[src/common/daof_pkg.sv]
/*
  shared constants and carrier types of the dual converter output formatter.
  assumes a 25 MHz system clock and a core that hands one sample per channel.
  // Function
  // RULE_01 - encode clock stopped or slower than 500kHz puts the device into nap.
  // RULE_02 - with stabilizer on, 30-70% encode duty gives a steady 50% internal clock.
  // RULE_03 - after an encode frequency change, stabilizer needs 100 cycles to relock.
  // RULE_04 - stabilizer enable comes from clock mode register, or chip-select strap.
  // RULE_05 - controller keeps stabilizer off below 5Msps and for fast rate changes.
  // RULE_06 - output mode from register, or serial clock strap; DDR CMOS register only.
  // RULE_07 - full rate CMOS: sixteen bits per channel, own overflow, forwarded clock.
  // RULE_08 - DDR CMOS multiplexes two bits per pin, seventeen fewer output lines.
  // RULE_09 - DDR LVDS: eight data pairs per channel, one overflow, one clock pair.
  // RULE_10 - DDR: even bit while output clock low, odd bit while it is high.
  // RULE_11 - DDR modes merge both channel overflow flags onto one shared output.
  // RULE_12 - shared overflow shows channel two while clock low, channel one high.
  // RULE_13 - LVDS current defaults 3.5mA, selectable 1.75mA up to 4.5mA.
  // RULE_14 - internal termination on doubles the selected LVDS driver current.
  // RULE_15 - overflow high on over or under range, same latency as data.
  // RULE_16 - full rate: data changes at forwarded clock fall, receiver samples rise.
  // RULE_17 - DDR modes: data changes at both forwarded clock edges.
  // RULE_18 - forwarded clock can be delayed 0, 45, 90 or 135 degrees.
  // RULE_19 - controller enables stabilizer before any nonzero clock phase shift.
  // RULE_20 - separate bit inverts forwarded clock, giving 45 to 315 degrees.
  // RULE_21 - offset binary default; two's complement inverts the top bit.
  // RULE_22 - mid-scale 8000; over-range saturates ones, under-range zeros, flag set.
  // RULE_23 - both DDR halves of one clock period come from the same conversion.
*/
package daof_pkg;
    localparam int SAMPLE_W = 16;
    localparam int DDR_W = SAMPLE_W / 2;
    localparam int CNT_W = 8;
    localparam int DATA_W = 8;
    localparam int ADDR_W = 4;
    localparam int DLY_DEPTH = 32;
    localparam int CUR_W = 10;
    // timing, nap threshold as a longest period, rounded down
    localparam int CLK_PERIOD_NS = 40;
    localparam int NAP_FREQ_KHZ = 500;
    localparam int NAP_PERIOD_NS = 1000000 / NAP_FREQ_KHZ;
    localparam int NAP_CYCLES = NAP_PERIOD_NS / CLK_PERIOD_NS;
    localparam int LOCK_ENC_CYCLES = 100;
    localparam int DUTY_MIN_PCT = 30;
    localparam int DUTY_MAX_PCT = 70;
    localparam int PCT_FULL = 100;
    localparam int PHASE_STEPS_LOG2 = 3;
    // register map
    localparam logic [ADDR_W-1:0] ADDR_CLKMODE = 4'h0;
    localparam logic [ADDR_W-1:0] ADDR_OUTMODE = 4'h1;
    localparam logic [ADDR_W-1:0] ADDR_FORMAT = 4'h2;
    localparam logic [ADDR_W-1:0] ADDR_STATUS = 4'h3;
    localparam logic [3:0] CLKMODE_RST = 4'h0;
    localparam logic [5:0] OUTMODE_RST = 6'h10;
    localparam logic FORMAT_RST = 1'b0;
    // sample codes
    localparam logic [SAMPLE_W-1:0] CODE_ONES = 16'hffff;
    localparam logic [SAMPLE_W-1:0] CODE_ZEROS = 16'h0000;
    localparam logic [SAMPLE_W-1:0] CODE_MID = 16'h8000;
    // lvds current in 10 uA units, code 7 falls back to the default
    localparam logic [2:0] LVDS_CUR_DEFAULT = 3'h4;
    localparam logic [CUR_W-1:0] LVDS_CUR_TBL [0:7] = '{10'h0af, 10'h0d2, 10'h0fa, 10'h12c,
        10'h15e, 10'h190, 10'h1c2, 10'h15e};

    typedef enum logic [1:0] {
        MODE_FULL_CMOS = 2'b00,
        MODE_DDR_CMOS = 2'b01,
        MODE_DDR_LVDS = 2'b10
    } daof_mode_t;

    typedef struct packed {
        logic invert;
        logic [1:0] phase;
        logic dcsEn;
    } daof_clkmode_t;

    typedef struct packed {
        logic term;
        logic [2:0] current;
        logic [1:0] mode;
    } daof_outmode_t;

    typedef struct packed {
        logic overRange;
        logic underRange;
        logic [SAMPLE_W-1:0] code;
    } daof_sample_t;

    typedef struct packed {
        logic [SAMPLE_W-1:0] chanOneData;
        logic [SAMPLE_W-1:0] chanTwoData;
        logic chanOneOverrange;
        logic chanTwoOverrange;
        logic [DDR_W-1:0] chanOneDdrPin;
        logic [DDR_W-1:0] chanTwoDdrPin;
        logic sharedOverrangeOut;
    } daof_pins_t;
endpackage

[src/design/daof_sync.sv]
/*
  three stage synchroniser for pin inputs, one lane per bit.
  assumes asynchronous inputs; output moves once stages two and three agree.
*/
`timescale 1ns/100ps
module daof_sync #(
    parameter int W = 4
) (
    input wire logic clk,
    input wire logic srst,
    input wire logic [W-1:0] async,
    output logic [W-1:0] synced
);
    logic [W-1:0] stageOne_r;
    logic [W-1:0] stageTwo_r;
    logic [W-1:0] stageThree_r;

    ////////////////////////////////////////////////////////////////////////
    // per bit chain and agreement filter
    genvar i;
    generate
        for (i = 0; i < W; i++)
        begin : g_lane
            always_ff @(posedge clk)
            begin
                if (srst)
                begin
                    stageOne_r[i] <= 1'b0;
                    stageTwo_r[i] <= 1'b0;
                    stageThree_r[i] <= 1'b0;
                    synced[i] <= 1'b0;
                end
                else
                begin
                    stageOne_r[i] <= async[i];
                    stageTwo_r[i] <= stageOne_r[i];
                    stageThree_r[i] <= stageTwo_r[i];
                    if (stageTwo_r[i] == stageThree_r[i])
                        synced[i] <= stageThree_r[i];
                end
            end
        end
    endgenerate
endmodule

[src/design/daof_top.sv]
/*
  output formatter of a two channel 16-bit converter: encode clock watch,
  duty cycle stabilizer, sample coding, full rate or DDR output and forwarded clock.
  assumes the encode clock and straps arrive as pins; core samples on clk.
*/
`timescale 1ns/100ps
module daof_top
    import daof_pkg::*;
#(
    parameter int NAP_CNT_P = NAP_CYCLES,
    parameter int LOCK_CNT_P = LOCK_ENC_CYCLES
) (
    input wire logic clk,
    input wire logic srst,
    input wire logic encodeClockPos,
    input wire logic parallelMode,
    input wire logic chipSelectStrap,
    input wire logic serialClockStrap,
    input daof_pkg::daof_sample_t coreSampleOne,
    input daof_pkg::daof_sample_t coreSampleTwo,
    input wire logic [daof_pkg::ADDR_W-1:0] regAddr,
    input wire logic [daof_pkg::DATA_W-1:0] regWrData,
    input wire logic regWr,
    input wire logic regRd,
    output logic [daof_pkg::DATA_W-1:0] regRdData,
    output daof_pkg::daof_pins_t pins,
    output logic forwardedClockPos,
    output logic forwardedClockNeg,
    output logic lvdsEnable,
    output logic lvdsTermEnable,
    output logic [daof_pkg::CUR_W-1:0] lvdsDriveCurrent,
    output logic napActive,
    output logic internalClockValid
);
    import daof_pkg::*;

    localparam logic [CNT_W-1:0] NAP_CNT = CNT_W'(NAP_CNT_P);
    localparam logic [6:0] LOCK_CNT = 7'(LOCK_CNT_P);
    localparam logic [CNT_W-1:0] CNT_MAX = '1;

    logic [3:0] syncIn;
    logic encS;
    logic parS;
    logic csS;
    logic sckS;
    logic encPrev_r;
    logic encRise;
    logic encFall;
    logic [CNT_W-1:0] sinceRise_r;
    logic [CNT_W-1:0] sinceNxt;
    logic [CNT_W-1:0] period_r;
    logic [CNT_W-1:0] high_r;
    logic [CNT_W-1:0] measPeriod;
    logic [6:0] lockCnt_r;
    logic locked;
    logic dutyOk_r;
    logic napActive_r;
    logic icl_r;
    logic icl_nxt;
    logic iclRise;
    logic iclFall;
    logic [DLY_DEPTH-1:0] dly_r;
    logic [9:0] dlyProd;
    logic [4:0] dlyTap;
    logic fwdBase;
    logic fwd_r;
    daof_clkmode_t clkMode_r;
    daof_outmode_t outMode_r;
    logic twosComp_r;
    logic dcsEn;
    logic [1:0] phaseSel;
    logic clkInvert;
    daof_mode_t mode;
    logic [2:0] curSel;
    logic termSel;
    daof_sample_t fmtOne;
    daof_sample_t fmtTwo;
    logic [SAMPLE_W-1:0] holdOne_r;
    logic [SAMPLE_W-1:0] holdTwo_r;
    logic holdOfOne_r;
    logic [DDR_W-1:0] evenOne;
    logic [DDR_W-1:0] oddOne;
    logic [DDR_W-1:0] evenTwo;
    logic [DDR_W-1:0] oddTwo;
    logic [7:0] statusWord;

    ////////////////////////////////////////////////////////////////////////
    // pin synchronisers
    daof_sync #(.W(4)) u_sync (
        .clk(clk),
        .srst(srst),
        .async({encodeClockPos, parallelMode, chipSelectStrap, serialClockStrap}),
        .synced(syncIn)
    );
    assign {encS, parS, csS, sckS} = syncIn;

    ////////////////////////////////////////////////////////////////////////
    // encode clock edges and period measurement
    assign encRise = encS & ~encPrev_r;
    assign encFall = ~encS & encPrev_r;
    assign measPeriod = (sinceRise_r == CNT_MAX) ? CNT_MAX : CNT_W'(sinceRise_r + 1'b1);
    assign sinceNxt = encRise ? '0 : measPeriod;

    always_ff @(posedge clk)
    begin
        if (srst)
        begin
            encPrev_r <= 1'b0;
            sinceRise_r <= CNT_MAX;
            period_r <= '0;
            high_r <= '0;
        end
        else
        begin
            encPrev_r <= encS;
            sinceRise_r <= sinceNxt;
            if (encRise)
                period_r <= measPeriod;
            if (encFall)
                high_r <= measPeriod;
        end
    end

    // nap once no rising edge seen for the slow threshold
    always_ff @(posedge clk)
    begin
        if (srst)
            napActive_r <= 1'b1;
        else
            napActive_r <= (sinceNxt >= NAP_CNT); // RULE_01
    end

    // relock count in encode cycles, restarts on a period change
    always_ff @(posedge clk)
    begin
        if (srst)
            lockCnt_r <= '0;
        else if (napActive_r)
            lockCnt_r <= '0;
        else if (encRise)
        begin
            if (measPeriod != period_r)
                lockCnt_r <= '0; // RULE_03
            else if (lockCnt_r != LOCK_CNT)
                lockCnt_r <= 7'(lockCnt_r + 1'b1);
        end
    end
    assign locked = (lockCnt_r == LOCK_CNT);

    // encode duty window check, 30 to 70 percent
    always_ff @(posedge clk)
    begin
        if (srst)
            dutyOk_r <= 1'b0;
        else if (encRise)
            dutyOk_r <= (16'(high_r) * 16'(PCT_FULL) >= 16'(measPeriod) * 16'(DUTY_MIN_PCT))
                && (16'(high_r) * 16'(PCT_FULL) <= 16'(measPeriod) * 16'(DUTY_MAX_PCT));
    end

    ////////////////////////////////////////////////////////////////////////
    // register file
    always_ff @(posedge clk)
    begin
        if (srst)
        begin
            clkMode_r <= CLKMODE_RST;
            outMode_r <= OUTMODE_RST; // RULE_13
            twosComp_r <= FORMAT_RST;
        end
        else if (regWr)
        begin
            case (regAddr)
                ADDR_CLKMODE: clkMode_r <= regWrData[3:0];
                ADDR_OUTMODE: outMode_r <= regWrData[5:0];
                ADDR_FORMAT: twosComp_r <= regWrData[0];
                default: ;
            endcase
        end
    end

    assign statusWord = {4'h0, internalClockValid, dutyOk_r, locked, napActive_r};

    // read data valid only in the cycle after the strobe
    always_ff @(posedge clk)
    begin
        if (srst)
            regRdData <= '0;
        else if (regRd)
        begin
            case (regAddr)
                ADDR_CLKMODE: regRdData <= {4'h0, clkMode_r};
                ADDR_OUTMODE: regRdData <= {2'h0, outMode_r};
                ADDR_FORMAT: regRdData <= {7'h00, twosComp_r};
                ADDR_STATUS: regRdData <= statusWord;
                default: regRdData <= '0;
            endcase
        end
        else
            regRdData <= '0;
    end

    ////////////////////////////////////////////////////////////////////////
    // effective settings: chip-select strap or fixed defaults in parallel mode, registers otherwise
    assign dcsEn = parS ? csS : clkMode_r.dcsEn; // RULE_04
    assign phaseSel = parS ? 2'h0 : clkMode_r.phase;
    assign clkInvert = parS ? 1'b0 : clkMode_r.invert;
    assign curSel = parS ? LVDS_CUR_DEFAULT : outMode_r.current;
    assign termSel = parS ? 1'b0 : outMode_r.term;

    // mode decode, DDR CMOS reachable through the register only
    always_comb
    begin
        mode = MODE_FULL_CMOS;
        if (parS)
            mode = sckS ? MODE_DDR_LVDS : MODE_FULL_CMOS; // RULE_06
        else
        begin
            case (outMode_r.mode)
                2'b01: mode = MODE_DDR_CMOS;
                2'b10: mode = MODE_DDR_LVDS;
                default: mode = MODE_FULL_CMOS;
            endcase
        end
    end

    // lvds driver settings, doubled current with internal termination
    always_ff @(posedge clk)
    begin
        if (srst)
        begin
            lvdsEnable <= 1'b0;
            lvdsTermEnable <= 1'b0;
            lvdsDriveCurrent <= LVDS_CUR_TBL[LVDS_CUR_DEFAULT];
        end
        else
        begin
            lvdsEnable <= (mode == MODE_DDR_LVDS); // RULE_09
            lvdsTermEnable <= termSel;
            lvdsDriveCurrent <= termSel ? CUR_W'({LVDS_CUR_TBL[curSel], 1'b0})
                : LVDS_CUR_TBL[curSel]; // RULE_13 RULE_14
        end
    end

    ////////////////////////////////////////////////////////////////////////
    // internal clock: regenerated 50% with stabilizer, raw encode otherwise
    always_comb
    begin
        icl_nxt = 1'b0;
        if (napActive_r)
            icl_nxt = 1'b0;
        else if (dcsEn)
            icl_nxt = (sinceNxt < (period_r >> 1)); // RULE_02
        else
            icl_nxt = encS;
    end
    assign iclRise = icl_nxt & ~icl_r;
    assign iclFall = ~icl_nxt & icl_r;

    always_ff @(posedge clk)
    begin
        if (srst)
            icl_r <= 1'b0;
        else
            icl_r <= icl_nxt;
    end

    assign internalClockValid = ~napActive_r & (~dcsEn | locked); // RULE_03

    ////////////////////////////////////////////////////////////////////////
    // sample coding: saturation, overflow flag, optional two's complement
    function automatic daof_sample_t fmtCode(input daof_sample_t s, input logic twos);
        daof_sample_t r;
        r.overRange = s.overRange;
        r.underRange = s.underRange;
        if (s.overRange)
            r.code = CODE_ONES; // RULE_22
        else if (s.underRange)
            r.code = CODE_ZEROS;
        else
            r.code = s.code;
        r.code = r.code ^ (twos ? CODE_MID : CODE_ZEROS); // RULE_21
        return r;
    endfunction

    assign fmtOne = fmtCode(coreSampleOne, twosComp_r);
    assign fmtTwo = fmtCode(coreSampleTwo, twosComp_r);

    // even bit lanes of the incoming conversion, odd bit lanes of the held conversion
    genvar i;
    generate
        for (i = 0; i < DDR_W; i++)
        begin : g_split
            assign evenOne[i] = fmtOne.code[2*i];
            assign evenTwo[i] = fmtTwo.code[2*i];
            assign oddOne[i] = holdOne_r[2*i+1];
            assign oddTwo[i] = holdTwo_r[2*i+1];
        end
    endgenerate

    ////////////////////////////////////////////////////////////////////////
    // hold of the conversion launched at the internal clock rise
    always_ff @(posedge clk)
    begin
        if (srst)
        begin
            holdOne_r <= CODE_ZEROS;
            holdTwo_r <= CODE_ZEROS;
            holdOfOne_r <= 1'b0;
        end
        else if (iclRise)
        begin
            holdOne_r <= fmtOne.code; // RULE_23
            holdTwo_r <= fmtTwo.code;
            holdOfOne_r <= fmtOne.overRange | fmtOne.underRange;
        end
    end

    // output pins, launched at internal clock edges
    always_ff @(posedge clk)
    begin
        if (srst)
            pins <= '0;
        else if (mode == MODE_FULL_CMOS)
        begin
            pins.chanOneDdrPin <= '0;
            pins.chanTwoDdrPin <= '0;
            pins.sharedOverrangeOut <= 1'b0;
            if (iclRise)
            begin
                pins.chanOneData <= fmtOne.code; // RULE_07 RULE_16
                pins.chanTwoData <= fmtTwo.code;
                pins.chanOneOverrange <= fmtOne.overRange | fmtOne.underRange; // RULE_15
                pins.chanTwoOverrange <= fmtTwo.overRange | fmtTwo.underRange;
            end
        end
        else
        begin
            pins.chanOneData <= '0;
            pins.chanTwoData <= '0;
            pins.chanOneOverrange <= 1'b0;
            pins.chanTwoOverrange <= 1'b0;
            if (iclRise)
            begin
                pins.chanOneDdrPin <= evenOne; // RULE_08 RULE_10 RULE_17
                pins.chanTwoDdrPin <= evenTwo;
                pins.sharedOverrangeOut <= fmtTwo.overRange | fmtTwo.underRange; // RULE_11
            end
            else if (iclFall)
            begin
                pins.chanOneDdrPin <= oddOne; // RULE_10 RULE_17
                pins.chanTwoDdrPin <= oddTwo;
                pins.sharedOverrangeOut <= holdOfOne_r; // RULE_12
            end
        end
    end

    ////////////////////////////////////////////////////////////////////////
    // forwarded clock: low while even half shows, delayed by phase eighths
    assign fwdBase = ~icl_nxt;
    assign dlyProd = 10'(phaseSel) * 10'(period_r);
    assign dlyTap = (dlyProd >> PHASE_STEPS_LOG2) > 10'(DLY_DEPTH - 1) ? 5'(DLY_DEPTH - 1)
        : 5'(dlyProd >> PHASE_STEPS_LOG2);

    always_ff @(posedge clk)
    begin
        if (srst)
            dly_r <= '1;
        else
            dly_r <= {dly_r[DLY_DEPTH-2:0], fwdBase};
    end

    always_ff @(posedge clk)
    begin
        if (srst)
            fwd_r <= 1'b1;
        else if (dlyTap == 5'h00)
            fwd_r <= fwdBase ^ clkInvert; // RULE_20
        else
            fwd_r <= dly_r[5'(dlyTap - 1'b1)] ^ clkInvert; // RULE_18 RULE_20
    end

    assign forwardedClockPos = fwd_r;
    assign forwardedClockNeg = ~fwd_r;
    assign napActive = napActive_r;
endmodule

[config.mk]
export PLATFORM = sky130hd
export DESIGN_NAME = daof_top
export DESIGN_NICKNAME = d
export VERILOG_FILES = /design/src/common/daof_pkg.sv /design/src/design/daof_sync.sv /design/src/design/daof_top.sv
export SDC_FILE = /design/constraint.sdc
export NUM_CORES = 1
export LEC_CHECK = 0
export BUFFER_PORTS_ARGS = -buffer_cell sky130_fd_sc_hd__buf_2
export CAP_MARGIN = 20
export CORE_MARGIN = 10
export CORE_UTILIZATION = 40
export CTS_BUF_LIST = sky130_fd_sc_hd__clkbuf_16
export CTS_CLUSTER_DIAMETER = 80
export DETAILED_ROUTE_END_ITERATION = 8
export HOLD_SLACK_MARGIN = 0.05
export PLACE_DENSITY_LB_ADDON = 0.2
export SETUP_SLACK_MARGIN = 0.05
export SYNTH_ARGS = -nofsm -noshare
export SYNTH_HDL_FRONTEND = slang
export SYNTH_SLANG_ARGS = --single-unit
[constraint.sdc]
create_clock -name clk -period 9.3 [get_ports clk]
set_input_delay 1.86 -clock clk [delete_from_list [all_inputs] [get_ports clk]]
set_output_delay 1.86 -clock clk [all_outputs]
set_load 0.03 [all_outputs]
==> impl_metrics.csv <==
group,metric,value,unit
run_status,outcome,"completed",
grt,track_usage,0.1510,
sta,post-route-min-period,6.149,ns
final_layout,final_common_cell,"dfxtp_1",
clock_network,ctsResizeCount,0,
clock_network,numCtsBuffers,17,
final_layout,area_growth,14.77,%
yosys,synth_area_leaders,"dfxtp_1 36%, ha_1 13%, nor2_1 5.3%",
sta,tns,0,ns
clock_network,cts_tree,"done",
grt,grt_pass1_wl,39100,µm
yosys,synth_area,0.009996,mm²
placed_design,dp_hpwl,18330,µm
drt,drc,0,
critical_path,crit_arrival,6.44,ns
floorplan,die_w,178.1,µm
sta,post-route-period-util,0.6611,
clock_network,clock_latency,0.43,ns
yosys,synth_cell_types,66,
drt,first_iter_violations,460,
clock_network,clk_path_buf_depth,2,
grt,gr-total-overflow,0,
clock_network,postCtsSetupBuffers,0,
yosys,syn_inst,1135,
drt,wl_met1,11510,µm
yosys,synth-edff-count,0,
drt,drt-vias-per-instance,5.054,
clock_network,cts_root_buf,"clkbuf_16",
yosys,ys.flop_type,"dfxtp_1",
sta,skew,0.01363,ns
hold_path,hold_class,"register to register",
clock_network,holdBufCountCts,0,
drt,routed_wl,24190,µm
drt,vias,7950,
placed_design,port_buffers,126,
floorplan,die-area,0.03171,mm²
sta,worst_pin_slew,1.015,ns
grt,antenna_found_initial,0,
sta,rsz0062_at_grt,"no",
drt,drtAntennaViolNets,0,
floorplan,ios,131,
clock_network,clk_pin_slew,0.07,ns
run,cap_violations,0,
floorplan,coreArea,0.02446,mm²
drt,wl_per_cell,15.38,µm
critical_path,critPathKind,"register to register",
floorplan,rows,57,
yosys,syn_avg_cell_area,8.807,µm²
critical_path,end_kind,"register",
drt,route.met2.wl,11280,µm
clock_network,cts.sink_count,181,
yosys,ys_seq_area_frac,0.3625,
sta,timing.final.hold_violations,0,
sta,max_freq,162.6,MHz
clock_network,htree_levels,4,
yosys,yosys_warnings,0,
sta,slew-limit-headroom,0.3216,
yosys,synthArstFlopShare,0,
sta,report.final.slew_viol_count,0,
drt,top_layer,"met4",
yosys,synth_top_area_share,0.3625,
grt,grt_max_degree,62,
final_layout,final_cell_mix,"181 x dfxtp_1, 141 x nor2_1, 125 x buf_2",
final_layout,final_nets,1416,
placed_design,place.gp.congestion,0.8645,
grt,first_global_vias,7671,
critical_path,startpoint_type,"register",
sta,setup_viol,0,
yosys,synth_seq_cells,181,
floorplan,die_h,178.1,µm
final_layout,drive_gt1_frac,0.1713,
final_layout,n_antenna_cell,0,
critical_path,required,9.59,ns
drt,first_pass_iters,5,
critical_path,reg2reg_slack,3.15,ns
floorplan,start_util,0.4086,
yosys,synth_area_leader_cell,"dfxtp_1",
critical_path,crit_fanout,9,
drt,routed-wl-met3,1159,µm
==> synthesized netlist by cell type, types with 3 or more instances <==
cell / count
nor2_1: 141
xor2_1: 12
a21boi_0: 3
o21bai_1: 5
o21a_1: 3
a211o_1: 3
xnor2_1: 32
inv_1: 89
dfxtp_1: 181
buf_1: 6
nor3b_1: 4
o21ai_0: 27
a21o_1: 18
fa_1: 17
nand4_1: 6
a31oi_1: 4
o22ai_1: 6
or3_1: 3
nand3_1: 11
mux4_1: 5
mux4_2: 5
a21oi_1: 101
mux2i_1: 20
clkbuf_1: 43
and3_1: 6
ha_1: 107
and2_1: 20
nor3_1: 69
nor2b_1: 26
and4_1: 5
a221oi_1: 4
or2_2: 41
nand2_1: 41
a22oi_1: 3
nand2b_1: 17
a211oi_1: 13
==> worst paths after layout <==
check                      start        end  cells past startpoint
hold / removal         dly_r[13]  dly_r[14]                      1
hold reg to reg        dly_r[13]  dly_r[14]                      1
setup reg to reg  sinceRise_r[0]   dutyOk_r                     23
setup / recovery  sinceRise_r[0]   dutyOk_r                     23
==> flip-flops by register name (all words and copies together) (netlist names), 4 cells and up <==
| signal | flops |
|---|---|
| lockCnt_r | 7 |
| holdOne_r | 8 |
| pins | 51 |
| period_r | 8 |
| sinceRise_r | 8 |
| u_sync.stageThree_r | 4 |
| lvdsDriveCurrent | 10 |
| high_r | 8 |
| holdTwo_r | 8 |
| u_sync.stageOne_r | 4 |
| clkMode_r | 4 |
| u_sync.synced | 4 |
| dly_r | 32 |
| u_sync.stageTwo_r | 4 |
| outMode_r | 6 |
| regRdData | 6 |
==> worst max-delay path: stages (launching register included) <==
cell and delay, ns:
dfxtp_1 0.48, ha_1 0.28, and4_1 0.28, nand2_1 0.09, mux2i_1 0.55, clkinv_1 0.62, fa_1 0.69, inv_1 0.05
fa_1 0.49, inv_1 0.04, ha_1 0.29, inv_1 0.09, o21bai_1 0.09, a21oi_1 0.22, o21bai_1 0.10, a21oi_1 0.20
xor2_1 0.20, ha_1 0.27, nand4_1 0.09, nor2_1 0.05, a221oi_1 0.31, o21ai_0 0.14, a211oi_1 0.27, o41ai_1 0.10
==> per-layer routing <==
layer | global-route usage | vias up
li1 | - | 4081
met1 | 0.1983 | 3703
met2 | 0.2487 | 150
met3 | 0.03087 | 16
met4 | 0.03578 | 0
met5 | 0 | -
==> area by class of cell <==
class,instances,area [µm²]
clock buffers,17,425.4
clock inverters,15,160.2
fillers,2416,12990
inverters,91,341.6
multi-input cells,813,5838
flip-flops and latches,181,3623
well taps,324,405.4
repair buffers,132,678.2
==> logic make-up after synthesis <==
logic type	synth area share
and+or+nand+nor	0.1993
AOI/OAI and AO/OA	0.1294
DFF	0.3625
buffers and inverters	0.05407
adders and majority gates	0.1680
xor gates and xnor gates	0.04081
muxes	0.04556
other	0.0003752
==> through the flow <==
stage | area [µm²] | std cells | utilization | hold slack (ns) | setup WS (ns)
floorplan | 10000 | 1136 | - | 0.4050 | 4.048
global placement | 10890 | 1541 | 0.4450 | 0.4088 | 3.134
detailed placement | 10890 | 1541 | 0.4450 | 0.4143 | 3.114
CTS | 11470 | 1573 | 0.4690 | 0.4349 | 3.085
global route | 11470 | 1573 | 0.4690 | 0.4517 | 2.414
finish | 11470 | 1573 | 0.4690 | 0.4272 | 3.152
Power is not shown: default switching activity piles up to over one toggle a cycle in this logic, so the estimate is an artifact.
